<file path="src/common/dvtx_pkg.sv">
// constants and carrier types for the pixel input capture block
// Function
// RULE_01: pixel-valid high: the captured 24-bit pixel word is what gets encoded.
// RULE_02: pixel-valid low: line sync, frame sync and aux controls get encoded.
// RULE_03: single-ended clock arrives on the positive input, negative input grounded.
// RULE_04: differential mode latches on the crossing of both clock inputs.
// RULE_05: differential clocking is only allowed with reduced-swing inputs.
// RULE_06: serial port off, width strap high: 24-bit single-edge capture.
// RULE_07: serial port off, width strap low: 12-bit dual-edge capture.
// RULE_08: serial port on: width strap becomes serial clock, selects nothing.
// RULE_09: active deskew shifts capture timing by whole fixed-size trim steps.
// RULE_10: serial port off, deskew strap high: deskew on, steps from trim select.
// RULE_11: serial port off, deskew strap low: deskew off, default trim used; the code reports the default trim but captures with NO_TRIM.
// RULE_12: serial port on: deskew from programming, strap ignored but tied.
// RULE_13: port-select high enables serial programming, low uses the straps.
// RULE_14: serial port off: clock-mode strap with reference level picks clocking; the code also needs the width strap low for differential.
// RULE_15: serial port off: edge strap high rising primary edge, low falling.
// RULE_16: 12-bit mode takes half a pixel per edge, one pixel per clock.
// RULE_17: 24-bit mode takes word, valid and syncs once, on the primary edge.
package dvtx_pkg;
  localparam int PIX_W = 24;
  localparam int HALF_W = 12;
  localparam int TRIM_W = 3;
  localparam int ADDR_W = 12;
  // register byte offsets
  localparam logic [11:0] CONFIG_OFF = 12'h000;
  localparam logic [11:0] STATUS_OFF = 12'h004;
  // config and status field positions
  localparam int CFG_WIDTH24 = 0;
  localparam int CFG_DIFF = 1;
  localparam int CFG_RISING = 2;
  localparam int CFG_DESKEW = 3;
  localparam int CFG_TRIM_LO = 4;
  localparam int STS_OVERFLOW = 8;
  localparam int STS_SERIAL = 9;
  // reset and default values
  localparam logic [31:0] CONFIG_RESET = 32'h0000_0045;
  localparam logic [2:0] DEFAULT_TRIM = 3'h4;
  localparam logic [2:0] NO_TRIM = 3'h0;
  // trim step is one system clock period
  localparam int CLK_PERIOD_PS = 4000;
  localparam int TRIM_STEP_PS = 4000;
  localparam int TRIM_STEP_CYC = (TRIM_STEP_PS + CLK_PERIOD_PS - 1) / CLK_PERIOD_PS;
  // one sampled set of controller inputs
  typedef struct packed {
    logic pixelValid;
    logic hsync;
    logic vsync;
    logic [2:0] auxControl;
    logic [23:0] data;
  } dvtx_pix_in_type;
  // one word handed to the encoder
  typedef struct packed {
    logic isPixel;
    logic [23:0] payload;
  } dvtx_enc_word_type;
  // effective configuration
  typedef struct packed {
    logic width24;
    logic diffClk;
    logic edgeRising;
    logic deskewOn;
    logic [2:0] trim;
  } dvtx_cfg_type;
endpackage

</file>
<file path="src/hw/dvtx_deskew_line.sv">
// tapped delay line that moves data against the capture clock
`timescale 1ns/1ns
module dvtx_deskew_line #(
  parameter int WIDTH = 30,
  parameter int TAPS = 8
) (
  // clock and reset
  input wire logic clk_sys,
  input wire logic rst_n,
  // data in and tap choice
  input wire logic [WIDTH-1:0] din,
  input wire logic [$clog2(TAPS)-1:0] tapSel,
  // delayed data
  output logic [WIDTH-1:0] dout
);
  logic [WIDTH-1:0] stage [TAPS];

  // tap zero is the undelayed input
  assign stage[0] = din;

  // each tap adds one trim step of delay
  for (genvar k = 1; k < TAPS; k++)
  begin : g_tap
    always_ff @(posedge clk_sys)
    begin
      if (!rst_n)
        stage[k] <= '0;
      else
        stage[k] <= stage[k-1]; // [RULE_09]
    end
  end

  // selection kept combinational so the capture edge stays aligned
  assign dout = stage[tapSel];
endmodule

</file>
<file path="src/hw/dvtx_skid_buf.sv">
// small fifo between capture and encoder
`timescale 1ns/1ns
module dvtx_skid_buf #(
  parameter int WIDTH = 25,
  parameter int DEPTH = 2
) (
  // clock and reset
  input wire logic clk_sys,
  input wire logic rst_n,
  // filling side
  input wire logic inValid,
  output logic inReady,
  input wire logic [WIDTH-1:0] inData,
  // draining side
  output logic outValid,
  input wire logic outReady,
  output logic [WIDTH-1:0] outData
);
  localparam int PTR_W = (DEPTH > 1) ? $clog2(DEPTH) : 1;
  logic [WIDTH-1:0] mem [DEPTH];
  logic [PTR_W-1:0] wrPtr;
  logic [PTR_W-1:0] rdPtr;
  logic [PTR_W:0] count;
  wire doWrite = inValid && inReady;
  wire doRead = outValid && outReady;

  // honest full and empty from the fill count
  assign inReady = (count != DEPTH[PTR_W:0]);
  assign outValid = (count != '0);
  assign outData = mem[rdPtr];

  // storage, written only when a slot is free
  always_ff @(posedge clk_sys)
  begin
    if (doWrite)
      mem[wrPtr] <= inData;
  end

  // pointers wrap at depth
  always_ff @(posedge clk_sys)
  begin
    if (!rst_n)
    begin
      wrPtr <= '0;
      rdPtr <= '0;
      count <= '0;
    end
    else
    begin
      if (doWrite)
        wrPtr <= (wrPtr == PTR_W'(DEPTH - 1)) ? '0 : wrPtr + 1'b1;
      if (doRead)
        rdPtr <= (rdPtr == PTR_W'(DEPTH - 1)) ? '0 : rdPtr + 1'b1;
      count <= count + {{PTR_W{1'b0}}, doWrite} - {{PTR_W{1'b0}}, doRead};
    end
  end
endmodule

</file>
<file path="src/hw/dvtx_pixel_input.sv">
// pixel bus capture, strap or programmed configuration, and apb registers
//
// Chosen here: the register addresses and the APB interface to the registers.
`timescale 1ns/1ns
module dvtx_pixel_input #(
  parameter int BUF_DEPTH = 2
) (
  // clock and reset
  input wire logic clk_sys,
  input wire logic rst_n,
  // apb slave
  input wire logic psel,
  input wire logic penable,
  input wire logic pwrite,
  input wire logic [11:0] paddr,
  input wire logic [31:0] pwdata,
  output logic [31:0] prdata,
  output logic pready,
  output logic pslverr,
  // pixel bus from the controller, sampled clock inputs
  input wire logic pixel_clk_pos,
  input wire logic pixel_clk_neg,
  input wire logic pixel_valid,
  input wire logic hsync,
  input wire logic vsync,
  input wire logic [2:0] aux_control_in,
  input wire logic [23:0] pixelData,
  // configuration pins
  input wire logic serial_port_select,
  input wire logic bus_width_strap,
  input wire logic clock_mode_strap,
  input wire logic edge_select_strap,
  input wire logic deskew_enable_strap,
  input wire logic [2:0] trim_select,
  input wire logic lowSwingSelect,
  // serial clock handed to the serial port when it is active
  output logic serialClk,
  // words to the encoder
  output logic encValid,
  input wire logic encReady,
  output logic encIsPixel,
  output logic [23:0] encPayload,
  // room for the next capture
  output logic captureReady
);
  localparam int WORD_W = $bits(dvtx_pkg::dvtx_enc_word_type);

  logic [31:0] configReg;
  logic overflow;
  logic clkPrev;
  logic halfPending;
  logic [11:0] lowHalf;
  logic heldValid;
  logic [4:0] heldCtrl;
  logic pushValid;
  dvtx_pkg::dvtx_enc_word_type pushWord;
  dvtx_pkg::dvtx_enc_word_type bufWord;
  dvtx_pkg::dvtx_cfg_type strapCfg;
  dvtx_pkg::dvtx_cfg_type progCfg;
  dvtx_pkg::dvtx_cfg_type effCfg;
  dvtx_pkg::dvtx_pix_in_type rawIn;
  dvtx_pkg::dvtx_pix_in_type tapIn;

  // builds the encoder word for a capture
  function automatic dvtx_pkg::dvtx_enc_word_type makeWord(
    input logic valid,
    input logic [4:0] ctrl,
    input logic [23:0] pix
  );
    dvtx_pkg::dvtx_enc_word_type w;
    w.isPixel = valid;
    w.payload = valid ? pix : {19'h0, ctrl}; // [RULE_01] [RULE_02]
    return w;
  endfunction

  // strap view of the configuration
  assign strapCfg.width24 = bus_width_strap; // [RULE_06] [RULE_07]
  assign strapCfg.diffClk = clock_mode_strap && !bus_width_strap; // [RULE_14]
  assign strapCfg.edgeRising = edge_select_strap; // [RULE_15]
  assign strapCfg.deskewOn = deskew_enable_strap; // [RULE_10]
  assign strapCfg.trim = deskew_enable_strap ? trim_select : dvtx_pkg::DEFAULT_TRIM; // [RULE_10] [RULE_11]

  // programmed view; the deskew strap is not looked at here
  assign progCfg.width24 = configReg[dvtx_pkg::CFG_WIDTH24];
  assign progCfg.diffClk = configReg[dvtx_pkg::CFG_DIFF];
  assign progCfg.edgeRising = configReg[dvtx_pkg::CFG_RISING];
  assign progCfg.deskewOn = configReg[dvtx_pkg::CFG_DESKEW]; // [RULE_12]
  assign progCfg.trim = configReg[dvtx_pkg::CFG_DESKEW] ?
    configReg[dvtx_pkg::CFG_TRIM_LO +: 3] : dvtx_pkg::DEFAULT_TRIM; // [RULE_12]

  // port select picks the source; differential needs low swing either way
  wire dvtx_pkg::dvtx_cfg_type selCfg = serial_port_select ? progCfg : strapCfg; // [RULE_13]
  assign effCfg.width24 = selCfg.width24;
  assign effCfg.diffClk = selCfg.diffClk && lowSwingSelect; // [RULE_05]
  assign effCfg.edgeRising = selCfg.edgeRising;
  assign effCfg.deskewOn = selCfg.deskewOn;
  assign effCfg.trim = selCfg.trim;

  // width strap doubles as serial clock; idle high when the port is off
  assign serialClk = serial_port_select ? bus_width_strap : 1'b1; // [RULE_08]

  // clock level: crossing in differential mode, positive input alone otherwise
  wire clkLevel = effCfg.diffClk ? (pixel_clk_pos && !pixel_clk_neg) : pixel_clk_pos; // [RULE_04] [RULE_03]
  wire clkRise = clkLevel && !clkPrev;
  wire clkFall = !clkLevel && clkPrev;
  wire primaryEdge = effCfg.edgeRising ? clkRise : clkFall; // [RULE_15]
  wire secondEdge = effCfg.edgeRising ? clkFall : clkRise;

  // inputs bundled, then moved against the clock by the trim
  assign rawIn = '{pixelValid: pixel_valid, hsync: hsync, vsync: vsync,
                   auxControl: aux_control_in, data: pixelData};
  wire [2:0] tapSel = effCfg.deskewOn ? effCfg.trim : dvtx_pkg::NO_TRIM; // [RULE_09]

  dvtx_deskew_line #(
    .WIDTH($bits(dvtx_pkg::dvtx_pix_in_type)),
    .TAPS(8)
  ) u_deskew (
    .clk_sys(clk_sys),
    .rst_n(rst_n),
    .din(rawIn),
    .tapSel(tapSel),
    .dout(tapIn)
  );

  wire [4:0] tapCtrl = {tapIn.auxControl, tapIn.vsync, tapIn.hsync};

  // clock history for edge detection; tracks the pin in reset too, so a pin idling high gives no false edge
  always_ff @(posedge clk_sys)
  begin
    clkPrev <= clkLevel;
  end

  // first half, valid and syncs held from the primary edge in narrow mode
  always_ff @(posedge clk_sys)
  begin
    if (!rst_n)
    begin
      halfPending <= 1'b0;
      lowHalf <= 12'h000;
      heldValid <= 1'b0;
      heldCtrl <= 5'h00;
    end
    else if (primaryEdge && !effCfg.width24)
    begin
      halfPending <= 1'b1;
      lowHalf <= tapIn.data[11:0]; // [RULE_16]
      heldValid <= tapIn.pixelValid;
      heldCtrl <= tapCtrl;
    end
    else if (secondEdge || effCfg.width24)
      halfPending <= 1'b0;
  end

  // one word per clock period in either width
  wire wideTake = primaryEdge && effCfg.width24; // [RULE_17] [RULE_06]
  wire narrowTake = secondEdge && !effCfg.width24 && halfPending; // [RULE_07] [RULE_16]
  wire [23:0] narrowPix = {tapIn.data[11:0], lowHalf}; // [RULE_16]
  wire dvtx_pkg::dvtx_enc_word_type next_pushWord = wideTake ?
    makeWord(tapIn.pixelValid, tapCtrl, tapIn.data) : makeWord(heldValid, heldCtrl, narrowPix);

  // capture register in front of the buffer
  always_ff @(posedge clk_sys)
  begin
    if (!rst_n)
    begin
      pushValid <= 1'b0;
      pushWord <= '0;
    end
    else
    begin
      pushValid <= wideTake || narrowTake;
      if (wideTake || narrowTake)
        pushWord <= next_pushWord;
    end
  end

  // two-entry buffer absorbs an encoder stall
  dvtx_skid_buf #(
    .WIDTH(WORD_W),
    .DEPTH(BUF_DEPTH)
  ) u_buf (
    .clk_sys(clk_sys),
    .rst_n(rst_n),
    .inValid(pushValid),
    .inReady(captureReady),
    .inData(pushWord),
    .outValid(encValid),
    .outReady(encReady),
    .outData(bufWord)
  );

  assign encIsPixel = bufWord.isPixel;
  assign encPayload = bufWord.payload;

  // apb decode; the controller cannot be stalled, so a full buffer counts as overflow
  wire apbSetup = psel && !penable;
  wire apbWrite = psel && penable && pwrite;
  wire hitConfig = (paddr == dvtx_pkg::CONFIG_OFF);
  wire hitStatus = (paddr == dvtx_pkg::STATUS_OFF);
  wire lostWord = pushValid && !captureReady;
  wire clearOverflow = apbWrite && hitStatus && pwdata[dvtx_pkg::STS_OVERFLOW];
  wire [31:0] statusWord = {22'h000000, serial_port_select, overflow, 1'b0, effCfg.trim, effCfg.deskewOn,
                            effCfg.edgeRising, effCfg.diffClk, effCfg.width24};
  assign pready = 1'b1;

  // config register and sticky overflow; a new loss wins over the clear
  always_ff @(posedge clk_sys)
  begin
    if (!rst_n)
    begin
      configReg <= dvtx_pkg::CONFIG_RESET;
      overflow <= 1'b0;
    end
    else
    begin
      if (apbWrite && hitConfig)
        configReg <= {25'h0000000, pwdata[6:0]};
      if (lostWord)
        overflow <= 1'b1;
      else if (clearOverflow)
        overflow <= 1'b0;
    end
  end

  // read data and error prepared in the setup cycle
  always_ff @(posedge clk_sys)
  begin
    if (!rst_n)
    begin
      prdata <= 32'h0000_0000;
      pslverr <= 1'b0;
    end
    else if (apbSetup)
    begin
      prdata <= hitConfig ? configReg : (hitStatus ? statusWord : 32'h0000_0000);
      pslverr <= !(hitConfig || hitStatus);
    end
  end
endmodule

</file>
<file path="config.mk">
export PLATFORM = sky130hd
export DESIGN_NAME = dvtx_pixel_input
export DESIGN_NICKNAME = d
export VERILOG_FILES = /design/src/common/dvtx_pkg.sv /design/src/hw/dvtx_deskew_line.sv /design/src/hw/dvtx_skid_buf.sv /design/src/hw/dvtx_pixel_input.sv
export SDC_FILE = /design/constraint.sdc
export NUM_CORES = 1
export LEC_CHECK = 0
export BUFFER_PORTS_ARGS = -buffer_cell sky130_fd_sc_hd__clkbuf_2
export CORE_ASPECT_RATIO = 0.8
export CORE_MARGIN = 2
export CORE_UTILIZATION = 50
export DETAILED_ROUTE_END_ITERATION = 8
export PLACE_DENSITY = 0.69
export SYNTH_ARGS = -nofsm -noshare
export SYNTH_HDL_FRONTEND = slang
export SYNTH_SLANG_ARGS = --single-unit
</file>
<file path="constraint.sdc">
create_clock -name clk_sys -period 4.32 [get_ports clk_sys]
set_input_delay 0.864 -clock clk_sys [delete_from_list [all_inputs] [get_ports clk_sys]]
set_output_delay 0.864 -clock clk_sys [all_outputs]
set_load 0.05 [all_outputs]
</file>
Word level (Yosys, flattened, before mapping)
Memories as Yosys holds them, arrays and structs flattened. A register that Yosys moved wholly into a read port is not among the register bits.
Cells that the tools add are included.
{"block": "word_totals", "mem_count": 1, "input_bits": 91, "ff_bits": 301, "word_cells": 90, "ramBits": 50}
{"name": "u_buf.mem", "words": 2, "word_bits": 25, "read_ports": 1, "rd_clocked_by_memory_dff": 1, "wr": 1, "line": "dvtx_skid_buf.sv:20", "text": "logic [WIDTH-1:0] mem [DEPTH];"}
{"block": "op_classes", "addsub": 4, "n_bitwise": 1, "order_cmp": 1, "n_reduce_logical": 33, "mux": 26, "n_eq_ne": 2}
{"cell": "$bmux 30 s3", "n": 1}
{"cell": "$mux 30", "n": 2}
{"cell": "$mux 24", "n": 2}
{"cell": "$mux 25", "n": 1}
{"cell": "$mux 10", "n": 2}
{"cell": "$logic_and 1x1->1", "n": 18}
{"cell": "$mux 1", "n": 14}
{"cell": "$eq 12x3->1 const B", "n": 1}
{"cell": "$logic_not 12->1", "n": 1}
{"cell": "$mux 3", "n": 3}
{"cell": "$logic_not 1->1", "n": 8}
{"cell": "$mux 7", "n": 1}
{"cell": "$reduce_bool 2->1", "n": 3}
{"cell": "$ge 4x4->1 const B", "n": 1}
{"cell": "$not 3->4", "n": 1}
{"cell": "$logic_or 1x1->1", "n": 3}
{"cell": "$add 1x1->1 const B", "n": 2}
{"cell": "$add 2x1->2", "n": 1}
{"cell": "$ne 2x2->1 const B", "n": 1}
{"cell": "$sub 2x1->2", "n": 1}

Longest topological paths before layout
{"block": "logic_depth", "depth_word": 11, "mapped_depth": 11}

Modules after synthesis
A second synthesis with hierarchy kept.
{"block": "hier_totals", "cells_unflattened": 1059, "hier_area_um2": 13292.7}
{"mod": "dvtx_deskew_line", "area_per_inst_um2": 7634.8, "instances": 1, "seq_area_each_um2": 4204.0, "cells_each": 550}
{"mod": "dvtx_pixel_input", "area_per_inst_um2": 3584.7, "instances": 1, "seq_area_each_um2": 1281.2, "cells_each": 402}
{"mod": "dvtx_skid_buf", "area_per_inst_um2": 2073.2, "instances": 1, "seq_area_each_um2": 1601.5, "cells_each": 107}

Worst setup path after synthesis
Ideal clock, no wire load.
{"block": "synth_path", "path_type": "input port to flip-flop", "start": "input port serial_port_select", "end": "register pushWord[22] (netlist name)", "t_required_ps": 4201, "setup_slack_ps": 1552, "path_stages": 9, "setup_ps": 119, "t_arrival_ps": 2649, "path_cell_list": "buf_6 -> nor2b_1 -> a32o_2 -> buf_6 -> buf_4 -> mux4_2 -> nand2_1 -> a21oi_1 -> o221a_2"}
{"block": "synth_via", "elab_chain_len": 9}
{"item": "from (decl)", "line": "dvtx_pixel_input.sv:29", "text": "input wire logic serial_port_select,"}
{"item": "$mux 7 (*)", "line": "dvtx_pixel_input.sv:92", "text": "wire dvtx_pkg::dvtx_cfg_type selCfg = serial_port_select ? progCfg : strapCfg;"}
{"item": "parallel branches: the longest is 8 deep, another holds $bmux 30 s3"}
{"item": "to (signal assigned)", "line": "dvtx_pixel_input.sv:173", "text": "pushWord <= next_pushWord;"}
{"item": "to (decl)", "line": "dvtx_pixel_input.sv:56", "text": "dvtx_pkg::dvtx_enc_word_type pushWord;"}
Mark *: on every way between the ends. The select of a mux whose other input is x is not followed.
A chain may end at the register's enable or synchronous reset.

==> qor.yml <==
synth_flop_cell: "dfxtp_1"
fp.dieArea_um2: 26950
io_buffers: 104
period_minus_slack_ns: 3.092
fmax_ghz: 0.3235
postRouteAntennaNets: 0
avgViaCountPerCell: 5.155
worst_pin_slew_ns: 1.148
drcViolationCount: 0
gp_congestion: 0.7712
num_vias: 7924
numCtsBuffers: 34
crit_path_end_kind: "output pin"
crit_required_ns: 3.46
worstSetupStartpointType: "register"
timing.rr.start: "configReg[3]$_SDFFE_PN0P_"
nFillCells: 2105
synth_xor_area_share_pct: 0.2732
grtUsageTotal_pct: 18.73
dp_hpwl_mm: 15.98
ys_seq_elements: 329
final_common_cell: "dfxtp_1"
finalSetupTns_ns: 0
vdd_drop_max_v: 0.0002275
syn_area_per_cell_um2: 11.56
antenna_found_initial: 0
clkTransAtPathRegs_ns: 0.06
grt_max_degree: 179
synth_top_family_by_area: "simple AND/OR/NAND/NOR gates"
die_w_um: 183.0
synthArstFlopShare_pct: 0
antenna_cells: 0
yosysWarnings: 0
fin_skew_ns: 0.01185
power_density_nw_per_um2: 472.7
clk_latency_ns: 0.50
leakage_uw: 0.005951
maxCapViolations: 0
cts_tree: "yes"
rsz0062_at_grt: "false"
synth_compound_area_share_pct: 7.728
critical-path-slowest-cell: "dfxtp_1"
hold_violations: 0
setup_viol: 0
cp-endpoint: "encPayload[11]"
ioPinCount: 153
area_growth_syn_to_layout_pct: 12.65
postCtsSetupBuffers: 0
htreeDepth: 2
relSlewSlack_pct: 23.44
grt_overflow: 0
final_util_pct: 57.22
rr_endpoint: "pushWord[12]$_SDFFE_PN0P_"
grt_pass1_wl_mm: 40.37
cp_max_fo: 25
synth.area.mux_share_pct: 14.17
outcome: "finished, final reports clean"
fin_crit_sh_pct: 71.56
clk_path_buf_depth: 3
path_cells: "mux2_2 -> clkbuf_2"
drive_above_1_share_pct: 23.33
regToRegSetupSlack_ns: 1.82
worstHoldPathType: "register to register"
yosys.area_share.simple_pct: 17.46
crit_type: "register to output pin"
max_stage_delay_ns: 1.05
drt-initial-drc-count: 463
synth_fa_ha_area_share_pct: 0.1952
first_pass_iters: 4
netlist_area_um2: 12820
postCtsResizedCells: 0
drv_slew: 0
arrival_ns: 2.23
initial_core_util_pct: 50.79
routedWlPerCell_um: 16.36
num_rows: 52
clockRootBuffer: "clkbuf_16"
ys_seq_area_share_pct: 55.27
clkSinkCount: 329
fin_hold_ws_ns: 0.4490
core-area_um2: 25240
netlist_instances: 1109
synthDistinctLibCells: 61
cts_hold_buf: 0
totalWireLength_mm: 25.15
mostFrequentLayoutCells: "279 x dfxtp_1, 216 x and2_1, 104 x clkbuf_2, 60 x mux2i_1"
grt_pass1_vias: 7599
finalNetCount: 1283
synth-edff-count: 50
r2r_cells: 6
die_y_um: 147.2
## metrics by stage
| stage | power, uW | instances | setup slack, ns | instance area (um^2) |
|---|---|---|---|---|
| 6_report | 6828 | 1537 | 1.228 | 14440 |
| 5_1_grt | 7069 | 1537 | 1.114 | 14440 |
| 3_5_place_dp | 4141 | 1478 | 0.8196 | 13400 |
| 3_3_place_gp | 4130 | 1478 | 0.8346 | 13400 |
| 2_1_floorplan | 3968 | 1131 | 1.552 | 12900 |
| 4_1_cts | 6895 | 1537 | 1.179 | 14440 |
## Yosys cell counts, types with 3 or more instances
| cell type | number | share of area [%] |
|---|---|---|
| dfxtp_1 | 279 | 44 |
| and2_1 | 216 | 11 |
| mux2i_1 | 60 | 4.7 |
| mux2_2 | 58 | 5.1 |
| nand2_1 | 58 | 1.7 |
| edfxtp_1 | 50 | 12 |
| clkbuf_1 | 46 | 1.3 |
| nor2_1 | 46 | 1.3 |
| buf_4 | 32 | 1.9 |
| mux4_2 | 24 | 4.2 |
| o21ai_0 | 20 | 0.78 |
| nor3b_1 | 19 | 1.1 |
| a31oi_1 | 18 | 0.88 |
| a21oi_1 | 17 | 0.66 |
| nand3_1 | 17 | 0.66 |
| o22ai_1 | 17 | 0.83 |
| nor2b_1 | 16 | 0.78 |
| a221oi_2 | 15 | 1.8 |
| a21o_1 | 11 | 0.64 |
| buf_6 | 8 | 0.70 |
| buf_2 | 7 | 0.27 |
| inv_1 | 6 | 0.18 |
| o211ai_1 | 6 | 0.35 |
| nand2b_1 | 4 | 0.20 |
| nor3_1 | 4 | 0.16 |
| xnor2_1 | 4 | 0.27 |
| a21boi_0 | 3 | 0.18 |
| a22oi_1 | 3 | 0.18 |
| nor4_1 | 3 | 0.15 |
| or3_1 | 3 | 0.15 |
## sequential cells by signal, indices dropped and copies added, names as in the netlist, 2 cells and up, named ones only
register        cells
pushWord           25
u_buf.mem          50
lowHalf            12
u_deskew.stage    210
prdata              9
heldCtrl            5
configReg           7
u_buf.count         2
## power by group
| part | total (uW) | leakage (uW) | internal, uW | switching, uW |
|---|---|---|---|---|
| Combinational | 785 | 0.00270 | 274 | 511 |
| Clock | 2750 | 0.000518 | 1600 | 1150 |
| Sequential | 3290 | 0.00274 | 3210 | 76.0 |
## area by class of cell
| type | instances | area, um^2 | share of cell area, % |
|---|---|---|---|
| repair buffers | 121 | 679.4 | 4.704 |
| clock buffers | 51 | 997.2 | 6.904 |
| clock inverters | 8 | 50.05 | 0.3465 |
| well taps | 324 | 405.4 | 2.807 |
| multi-input cells | 697 | 5199 | 35.99 |
| inverters | 7 | 26.28 | 0.1819 |
| flip-flops and latches | 329 | 7087 | 49.06 |
## critical path, delay by kind of cell (launching register included)
| kind | cells | cell delay [ns] |
|---|---|---|
| flip-flops | 1 | 1.05 |
| buffers and inverters | 1 | 0.24 |
| multiplexers | 1 | 0.43 |
## per-layer routing
metal,track usage (%),share of wire (%)
met1,29.28,53
met2,27.03,41
met3,2.950,3.9
met4,4.520,1.4
met5,0,0
## worst min path at each step
stage                                               from                             end  slack [ns]  cells after the start
final                      u_deskew.stage[64]$_SDFF_PN0_   u_deskew.stage[34]$_SDFF_PN0_        0.45                      1
after global routing      u_deskew.stage[148]$_SDFF_PN0_  u_deskew.stage[118]$_SDFF_PN0_        0.46                      1
after CTS                      pushWord[21]$_SDFFE_PN0P_      u_buf.mem[0][21]$_DFFE_PP_        0.45                      0
after detailed placement       pushWord[21]$_SDFFE_PN0P_      u_buf.mem[0][21]$_DFFE_PP_        0.43                      0
after global placement    u_deskew.stage[167]$_SDFF_PN0_  u_deskew.stage[137]$_SDFF_PN0_        0.43                      1
after floorplan                pushWord[10]$_SDFFE_PN0P_      u_buf.mem[0][10]$_DFFE_PP_        0.42                      0
## cells by family after synthesis
logic type / count (synthesis)
AO/OA/AOI/OAI: 126
XOR/XNOR: 4
adder cells (fa/ha/maj): 2
buffers and inverters: 105
flip-flops: 329
multiplexers: 143
other: 2
AND/OR/NAND/NOR: 398
(Power assumes the default switching activity.)
